File: src/design/spims_defs.vh
// What this block does
// - Master: data write starts eight-bit transfer with generated clock, then done flag.
// - Master, select input low, not ignored: drop master role, become slave, set done.
// - Select ignore set in master: select pin has no effect at all.
// - Select pin as output in master: its level does not affect operation.
// - Normal mode: write during transfer is dropped and sets write-collision flag.
// - Normal mode: received byte goes to first receive buffer; read before next.
// - Normal mode: transmit buffer and second receive buffer unused.
// - Normal mode: transfer end sets done flag; interrupt when its enable set.
// - Buffer mode via buffer-enable; wait-for-receive ignored while master.
// - Buffer mode: write only when buffer empty; first sent, next held.
// - Buffer mode: received bytes enter two-entry receive FIFO.
// - Buffer mode: complete flag when shifter and transmit buffer empty; interrupt.
// - Slave selected: shift data out on incoming clock if data-out is output.
// - Slave deselected: no receive, output-configured data-out tri-stated.
// - Keep running in debug, freeze while processor halted by debugger.
// - Slave: select rising resets state machine, byte in progress lost.
// - Data write loads shifter in normal mode; in buffer mode, shifter for idle master or deselected waiting slave, else transmit buffer.
// - Buffer-empty flag clears on buffer write, sets when buffer moves to shifter.
// - Two-bit data mode picks clock polarity and phase; opposite edges.
`ifndef SPIMS_DEFS_VH
`define SPIMS_DEFS_VH
`define SPIMS_BITS 4'h8
`define SPIMS_DIV_W 8
`define SPIMS_ST_IDLE 2'h0
`define SPIMS_ST_RUN 2'h1
`endif

File: src/design/spims_port.v
`timescale 1ns/1ps
`default_nettype none
`include "spims_defs.vh"
module spims_port #(
	parameter DIV_W = `SPIMS_DIV_W
) (
	input wire clk,
	input wire rst_n,
	input wire enable,
	input wire masterSet,
	input wire [DIV_W-1:0] sckHalfPeriod,
	input wire [1:0] dataMode,
	input wire bit_order_sel,
	input wire buffered_operation_on,
	input wire wait_for_receive_sel,
	input wire select_pin_ignore,
	input wire selDirOut,
	input wire misoDirOut,
	input wire debugHalt,
	input wire xfer_done_irq_on,
	input wire tx_complete_irq_on,
	input wire dataWr,
	input wire [7:0] dataIn,
	input wire dataRd,
	input wire flagClr,
	input wire sckIn,
	input wire mosiIn,
	input wire misoIn,
	input wire selIn_n,
	output reg masterRole,
	output reg [7:0] dataOut,
	output reg rxValid,
	output reg xferDone,
	output reg write_collision_flag,
	output reg tx_buffer_empty_flag,
	output reg tx_complete_flag,
	output reg irq,
	output reg sckOut,
	output reg mosiOut,
	output reg misoOut,
	output reg misoOe
);
	// ----------------------------------------
	// input synchronisers
	// ----------------------------------------
	reg [2:0] sckS, mosiS, misoS, selS;
	always @(posedge clk) begin
		if (!rst_n) begin
			sckS <= 3'h0;
			mosiS <= 3'h0;
			misoS <= 3'h0;
			selS <= 3'h7;
		end else begin
			sckS <= {sckS[1:0], sckIn};
			mosiS <= {mosiS[1:0], mosiIn};
			misoS <= {misoS[1:0], misoIn};
			selS <= {selS[1:0], selIn_n};
		end
	end
	// a change counts only when stages two and three agree
	reg sckF_r, mosiF_r, misoF_r, selF_r;
	always @(posedge clk) begin
		if (!rst_n) begin
			sckF_r <= 1'b0;
			mosiF_r <= 1'b0;
			misoF_r <= 1'b0;
			selF_r <= 1'b1;
		end else begin
			if (sckS[1] == sckS[2])
				sckF_r <= sckS[2];
			if (mosiS[1] == mosiS[2])
				mosiF_r <= mosiS[2];
			if (misoS[1] == misoS[2])
				misoF_r <= misoS[2];
			if (selS[1] == selS[2])
				selF_r <= selS[2];
		end
	end
	reg sckPrev_r;
	// ----------------------------------------
	// transfer engine
	// ----------------------------------------
	reg [1:0] state_r;
	reg [7:0] shift_r;
	reg [3:0] bitCnt_r;
	reg [DIV_W-1:0] divCnt_r;
	reg phase_r;
	reg [7:0] txBuf_r;
	reg txBufFull_r;
	reg [7:0] rxFifo_r [0:1];
	reg [1:0] rxCnt_r;
	reg sampleBit_r;
	wire cpol = dataMode[1];
	wire cpha = dataMode[0];
	wire run = enable && !debugHalt;
	// in master, select only acts when input and not ignored
	wire selActive = !select_pin_ignore && !selDirOut;
	wire selected = !selF_r;
	wire slaveMode = !masterRole;
	wire sckRise = sckF_r && !sckPrev_r;
	wire sckFall = !sckF_r && sckPrev_r;
	// leading edge samples when phase clear, else trailing
	wire leadEdge = cpol ? sckFall : sckRise;
	wire trailEdge = cpol ? sckRise : sckFall;
	wire sEdge = cpha ? trailEdge : leadEdge;
	wire oEdge = cpha ? leadEdge : trailEdge;
	wire busy = state_r == `SPIMS_ST_RUN;
	// no shift before the first sample or after the last one
	wire midByte = bitCnt_r != 4'h0 && bitCnt_r != `SPIMS_BITS;
	// master ends only after the closing edge of its eighth clock
	wire byteEnd = bitCnt_r == `SPIMS_BITS &&
		(slaveMode || (divCnt_r == {DIV_W{1'b0}} && !phase_r));
	wire popRx = dataRd && rxCnt_r != 2'h0;
	wire [1:0] rxLeft = rxCnt_r - {1'b0, popRx};
	wire inBit = slaveMode ? mosiF_r : misoF_r;
	// bit order shared by both directions
	wire outBit = bit_order_sel ? shift_r[0] : shift_r[7];
	function [7:0] shiftIn;
		input [7:0] v;
		input lsbFirst;
		input b;
		shiftIn = lsbFirst ? {b, v[7:1]} : {v[6:0], b};
	endfunction
	wire [7:0] rdHead = rxFifo_r[0];
	integer i;
	always @(posedge clk) begin
		if (!rst_n) begin
			state_r <= `SPIMS_ST_IDLE;
			shift_r <= 8'h00;
			bitCnt_r <= 4'h0;
			divCnt_r <= {DIV_W{1'b0}};
			phase_r <= 1'b0;
			txBuf_r <= 8'h00;
			txBufFull_r <= 1'b0;
			for (i = 0; i < 2; i = i + 1)
				rxFifo_r[i] <= 8'h00;
			rxCnt_r <= 2'h0;
			sampleBit_r <= 1'b0;
			sckPrev_r <= 1'b0;
			masterRole <= 1'b0;
			xferDone <= 1'b0;
			write_collision_flag <= 1'b0;
			tx_buffer_empty_flag <= 1'b1;
			tx_complete_flag <= 1'b0;
		end else if (run) begin
			sckPrev_r <= sckF_r;
			if (flagClr) begin
				xferDone <= 1'b0;
				write_collision_flag <= 1'b0;
				tx_complete_flag <= 1'b0;
			end
			if (masterSet)
				masterRole <= 1'b1;
			// read pops the fifo head
			if (popRx) begin
				rxFifo_r[0] <= rxFifo_r[1];
				rxCnt_r <= rxCnt_r - 2'h1;
			end
			if (dataWr) begin
				if (!buffered_operation_on) begin
					if (busy)
						write_collision_flag <= 1'b1;
					else begin
						shift_r <= dataIn;
						if (masterRole) begin
							state_r <= `SPIMS_ST_RUN;
							bitCnt_r <= 4'h0;
							divCnt_r <= {DIV_W{1'b0}};
							phase_r <= 1'b0;
						end
					end
				end else if (tx_buffer_empty_flag) begin
					// idle master sends first byte at once
					if (!busy && masterRole) begin
						shift_r <= dataIn;
						state_r <= `SPIMS_ST_RUN;
						bitCnt_r <= 4'h0;
						divCnt_r <= {DIV_W{1'b0}};
						phase_r <= 1'b0;
					end else if (!busy && wait_for_receive_sel && !selected) begin
						shift_r <= dataIn;
					end else begin
						txBuf_r <= dataIn;
						txBufFull_r <= 1'b1;
						tx_buffer_empty_flag <= 1'b0;
					end
				end
			end
			if (masterRole && selActive && selected) begin
				masterRole <= 1'b0;
				xferDone <= 1'b1;
				state_r <= `SPIMS_ST_IDLE;
				bitCnt_r <= 4'h0;
			end else if (masterRole && busy) begin
				if (divCnt_r == sckHalfPeriod) begin
					divCnt_r <= {DIV_W{1'b0}};
					phase_r <= !phase_r;
					// miso comes through the pin synchroniser: keep
					// half-periods above five clocks or bits arrive late
					if (phase_r == cpha) begin
						sampleBit_r <= inBit;
						bitCnt_r <= bitCnt_r + 4'h1;
					end else if (midByte)
						shift_r <= shiftIn(shift_r, bit_order_sel, sampleBit_r);
				end else
					divCnt_r <= divCnt_r + {{(DIV_W-1){1'b0}}, 1'b1};
			end else if (slaveMode && !selected) begin
				// deselect resets and loses partial byte
				state_r <= `SPIMS_ST_IDLE;
				bitCnt_r <= 4'h0;
			end else if (slaveMode) begin
				state_r <= `SPIMS_ST_RUN;
				if (sEdge)
					sampleBit_r <= inBit;
				if (oEdge && midByte)
					shift_r <= shiftIn(shift_r, bit_order_sel, sampleBit_r);
				if (sEdge)
					bitCnt_r <= bitCnt_r + 4'h1;
			end
			// end of byte
			if (byteEnd) begin
				bitCnt_r <= 4'h0;
				state_r <= slaveMode ? `SPIMS_ST_RUN : `SPIMS_ST_IDLE;
				xferDone <= 1'b1;
				if (!buffered_operation_on) begin
					// single receive buffer in normal mode
					rxFifo_r[0] <= shiftIn(shift_r, bit_order_sel, sampleBit_r);
					rxCnt_r <= 2'h1;
					shift_r <= shiftIn(shift_r, bit_order_sel, sampleBit_r);
				end else begin
					// two-entry receive fifo, oldest kept on overflow
					// a read in the same cycle frees its slot first
					if (rxLeft != 2'h2)
						rxFifo_r[rxLeft[0]] <= shiftIn(shift_r,
							bit_order_sel, sampleBit_r);
					if (rxLeft != 2'h2)
						rxCnt_r <= rxLeft + 2'h1;
					if (txBufFull_r) begin
						shift_r <= txBuf_r;
						txBufFull_r <= 1'b0;
						tx_buffer_empty_flag <= 1'b1;
						if (masterRole)
							state_r <= `SPIMS_ST_RUN;
					end else begin
						shift_r <= shiftIn(shift_r, bit_order_sel, sampleBit_r);
						tx_complete_flag <= 1'b1;
					end
				end
			end
		end
	end
	// ----------------------------------------
	// registered outputs
	// ----------------------------------------
	always @(posedge clk) begin
		if (!rst_n) begin
			dataOut <= 8'h00;
			rxValid <= 1'b0;
			irq <= 1'b0;
			sckOut <= 1'b0;
			mosiOut <= 1'b0;
			misoOut <= 1'b0;
			misoOe <= 1'b0;
		end else begin
			dataOut <= rdHead;
			rxValid <= rxCnt_r != 2'h0;
			irq <= (xfer_done_irq_on && xferDone) ||
				(tx_complete_irq_on && tx_complete_flag);
			// idle clock sits at polarity level
			sckOut <= cpol ^ (masterRole && busy && phase_r);
			mosiOut <= masterRole ? outBit : 1'b0;
			misoOut <= outBit;
			misoOe <= enable && slaveMode && misoDirOut && selected;
		end
	end
endmodule // spims_port
`default_nettype wire

File: config.mk
export PLATFORM = sky130hd
export DESIGN_NAME = spims_port
export DESIGN_NICKNAME = d
export VERILOG_FILES = /design/src/design/spims_port.v
export VERILOG_INCLUDE_DIRS = /design/src /design/src/design
export SDC_FILE = /design/constraint.sdc
export NUM_CORES = 1
export LEC_CHECK = 0
export ABC_AREA = 1
export BUFFER_PORTS_ARGS = -buffer_cell sky130_fd_sc_hd__buf_2
export CORE_MARGIN = 1.5
export CORE_UTILIZATION = 58
export CTS_BUF_LIST = sky130_fd_sc_hd__clkbuf_4
export DETAILED_ROUTE_END_ITERATION = 7
export PLACE_DENSITY = 0.77
export SYNTH_ARGS = -nofsm -noshare
export SYNTH_HDL_FRONTEND = slang
export SYNTH_SLANG_ARGS = --single-unit
File: constraint.sdc
create_clock -name clk -period 3.3 [get_ports clk]
set_clock_uncertainty 0.1 [all_clocks]
set_input_delay 0 -clock clk [delete_from_list [all_inputs] [get_ports clk]]
set_output_delay 0 -clock clk [all_outputs]
set_load 0.02 [all_outputs]
---- Word level (Yosys, flattened, before mapping) ----
Memory sizes are Yosys's and may differ from the RTL's. A register that Yosys moved wholly into a read port is not among the register bits.
Index checks and enable logic that the tools add are counted.
operators by class
  $add $sub $neg .......................... 5
  equal/unequal tests ..................... 14
  mux-type cells .......................... 131
  bitwise operators ....................... 6
  reduce and logical (&&, ||, !) cells .... 46
operators with widths
  operator                                                                 count
  8-bit two-way mux                                                        30
  1-bit two-way mux                                                        72
  4-bit two-way mux                                                        14
  2-bit two-way mux                                                        15
  1-bit logical AND                                                        22
  1-bit zero test                                                          10
  8-bit by 1-bit adder with 8-bit output, second input constant            1
  8-bit equality test                                                      1
  8-bit zero test                                                          1
  8-bit OR reduction                                                       1
  7-bit AND reduction                                                      1
  2-bit by 1-bit inequality test with 1-bit output, second input constant  3
  2-bit AND reduction                                                      3
  6-bit AND reduction                                                      1
  2-bit nonzero test                                                       3
  1-bit equality test                                                      5
  4-bit by 1-bit adder with 4-bit output, second input constant            1
  4-bit equality test, second input constant                               1
  2-bit inequality test, second input constant                             2
  4-bit inequality test, second input constant                             1
  4-bit nonzero test                                                       1
  1-bit NOT                                                                3
  3-bit nonzero test                                                       1
  2-bit by 1-bit adder with 2-bit output, second input constant            1
  other kinds (6)                                                          8
word-level totals
  bits in registers ....................... 63
  RAM bits ................................ 16
  bits of input ports ..................... 38
  logic and storage cells ................. 232
  memories ................................ 1
memory list
  memory    depth  width  rd ports  clocked after Yosys merged registers in  wr ports  RTL line         source
  rxFifo_r  2      8      2         1                                        2         spims_port.v:90  reg [7:0] rxFifo_r [0:1];

---- Depth between registers and ports, before layout ----
  depth in word-level cells ............... 15
  depth in mapped cells ................... 14

---- Worst setup path after synthesis ----
No wires, ideal clock.
  path type ............................... reg2reg
  start point ............................. reg rxCnt_r[1]
  end point ............................... mem rxFifo_r[0][0], enable pin
  setup time .............................. 0.337 ns
  data arrival time ....................... 1.821 ns
  required time ........................... 2.863 ns
  slack ................................... 1.042 ns
  cell stages (with the launch flop) ...... 11
  path buffers ............................ 1
  period minus slack after synthesis ...... 2.258 ns
  path through ............................ dfxtp_1 > inv_1 > ha_1 > nor2_1 > ha_1 > xnor2_1 > nand2_1 > a21oi_1 > nand2_1 > buf_2 > nand3_1
RTL lines
  element                   RTL line          source
  start: declaration        spims_port.v:91   reg [1:0] rxCnt_r;
  start signal: assignment  spims_port.v:157  rxCnt_r <= rxCnt_r - 2'h1;
  start signal: assignment  spims_port.v:237  rxCnt_r <= rxLeft + 2'h1;
  end: declaration          spims_port.v:90

==> metrics.cfg <==
[clock_tree]
path_clk_slew_ns=0.15
ctsRootBufferMaster=clkbuf_4
cts-resized-gates=0
clock_sinks=87
ctsLongestPathBuffers=2
post-cts-setup-buffer-count=0
numCtsBuffers=9
worst_skew_pair.late_latency_ns=0.45
h-tree-depth=3
cts_tree=yes

[global_routing]
grt_use_met3_pct=5.81
gr-usage-met1_pct=32.2
track_usage_pct=26.0
use_met2_pct=44.7
grt_max_degree=47
busiest_layer=met2
antenna_found_initial=0
grt_first_pass_wirelength_um=17500
overflow=0
grt_pass1_vias=3974

[worst_setup_path]
required_ns=3.32
crit_type=register to register
crit_fanout=17
rr_endpoint=rxFifo_r[0][4]$_DFFE_PP_
arrival_ns=2.58
slowest_delay_ns=0.42
end_kind=register
r2r_slack_ns=0.74
slowest_stage=dfxtp_1
rr_startpoint=rxCnt_r[1]$_SDFFE_PN0P_
critPathLaunch=rxCnt_r[1]$_SDFFE_PN0P_
endpoint=rxFifo_r[0][4]$_DFFE_PP_
startpoint_type=register
rr_worst_depth=9
path_cells=inv_1 -> ha_1 -> nor2_1 -> ha_1 -> xnor2_1 -> nand2_1 -> a21oi_1 -> nand2_1 -> nand3_1

[layout]
drive_gt1_share_pct=15.5
final_core_util_pct=70.9
design_area_sq_um=5200
nNetsFinal=750
layoutNonFillerInstCount=810
area_growth_pct=16.5
n_fill_cell=607
num_antenna_cells=0

[timing]
fin_crit_sh_pct=77.4
setup_tns_ns=0
hold_viol=0
slew_viol_final=0
slew_headroom_pct=35.8
worst_slew_pin_slew_ns=0.962
period_needed_ns=2.56
finalSetupViolCount=0
fmax_mhz=391
rsz0062_at_grt=no
timing.final.ws_setup_ns=0.744
holdWs_ns=0.00274

[power]
max-vdd-ir-drop_mv=0.263
p_per_area_nw_per_um2=390
power_mw=2.03
cellLeakagePower_nw=2.47

[synthesis]
synth_seq_cells=87
synth-edff-count=16
ys_seq_area_share_pct=42.6
synth_cell_types=42
ys_warn_count=0
syn_inst=628
syn_area_sq_um=4460
syn_nets=672
ys_async_sr_fraction_pct=0
avgSynthCellArea_sq_um=7.10
synth_top_area_share_pct=31.9
synth.area.top_cells=dfxtp_1 (32%), nand2_1 (13%), edfxtp_1 (11%)
synthFlopType=dfxtp_1
yosys.area.top_type=dfxtp_1

[drt]
finalWirelength_um=10100
wl_per_cell_um=12.5
antenna_left=0
via_count=4200
first_iter_violations=285
via_per_inst=5.19
drt_first_pass_iters=5
drc=0

[place]
place_hpwl_um=7050
place_area_sq_um=4770
dp_slack_ns=0.771
globalplace.congestion=0.941
placement.io_buffers=56
dp_cells=766

[outcome]
status=completed

[worst_hold_path]
worstHoldStart=enable
holdCritPathClass=primary input to register

[floorplanning]
chipHeight_um=90.7
chipWidth_um=90.7
core-area_sq_um=7330
io-pin-count=57
dieArea_sq_um=8230
rows=31
start_util_pct=60.9

[flow_run]
cap_violations=0

[layout by cell type, fill, tap and decap left out, types with 6 or more instances in the layout]
master	count
a21oi_1	44
buf_2	56
clkbuf_4	9
dfxtp_1	71
dlygate4sd3_1	28
edfxtp_1	16
ha_1	6
inv_1	91
inv_2	13
nand2_1	152
nand3_1	42
nor2_1	47
nor2_2	6
o21ai_0	63
[critical path: cells and delay by family, from the launching register on]
kind | cells | cell delay, ns
simple gates | 4 | 0.99
flops | 1 | 0.42
fa+ha+maj | 2 | 0.39
xor+xnor | 1 | 0.14
compound gates | 1 | 0.14
buf+inv | 1 | 0.07
[final cells by class]
class	instances	area (sq um)	share of cell area (%)
multi-input cells	417	2060	39.6
clock buffers	9	67.6	1.30
well taps	99	124	2.38
flip-flops and latches	87	1900	36.6
clock inverters	7	78.8	1.52
inverters	105	394	7.58
repair buffers	86	576	11.1
[cell usage after synthesis, types with 3 or more instances]
cell type,number
o22ai_1,4
o21ai_0,63
ha_1,6
nand2_1,152
or2_2,3
inv_2,13
nor2_2,6
nor3_1,5
inv_1,91
edfxtp_1,16
xnor2_1,3
a31oi_1,4
nand2_4,4
nand2_2,5
nor2_1,47
nand3_1,42
clkbuf_1,9
a21oi_1,44
o21ai_1,4
and3_1,4
dfxtp_1,71
buf_2,5
buf_6,3
[what timing repair did]
item	in CTS	in global routing
endpoints found under the setup margin	0	0
endpoints found under the hold margin	36	0
hold buffers	28	0
[worst min-delay path by stage]
stage | to | cells after the start
6_report | divCnt_r[2]$_SDFFE_PN0P_ | 5
5_1_grt | divCnt_r[2]$_SDFFE_PN0P_ | 5
4_1_cts | divCnt_r[2]$_SDFFE_PN0P_ | 5
3_5_place_dp | misoS[0]$_SDFF_PN0_ | 3
3_3_place_gp | mosiS[0]$_SDFF_PN0_ | 3
2_1_floorplan | misoS[0]$_SDFF_PN0_ | 2
[registers in the layout, summed over array words and instances (netlist names), 4 cells and up]
| signal | cells |
|---|---|
| divCnt_r | 8 |
| bitCnt_r | 4 |
| txBuf_r | 8 |
| rxFifo_r | 16 |
| shift_r | 8 |
| dataOut | 8 |
[logic make-up after synthesis]
family | share of synthesized area [%]
xor+xnor | 0.982
simple gates | 27.7
mux | 0.224
flops | 42.6
buf+inv | 11.2
fa+ha+maj | 1.68
compound gates | 15.5
[where the power goes]
part	leakage (nW)	internal [mW]	switching, mW
logic	1.65	0.0992	0.156
registers	0.744	1.11	0.0163
clock network	0.0765	0.241	0.401
total	2.47	1.45	0.574
[routing by layer]
metal | wire (um) | vias up
met3 | 623 | 11
met5 | 0 | -
met4 | 108 | 0
met2 | 4740 | 113
met1 | 4620 | 1909
li1 | - | 2167
Note: power is estimated with default switching activity, not from simulation.
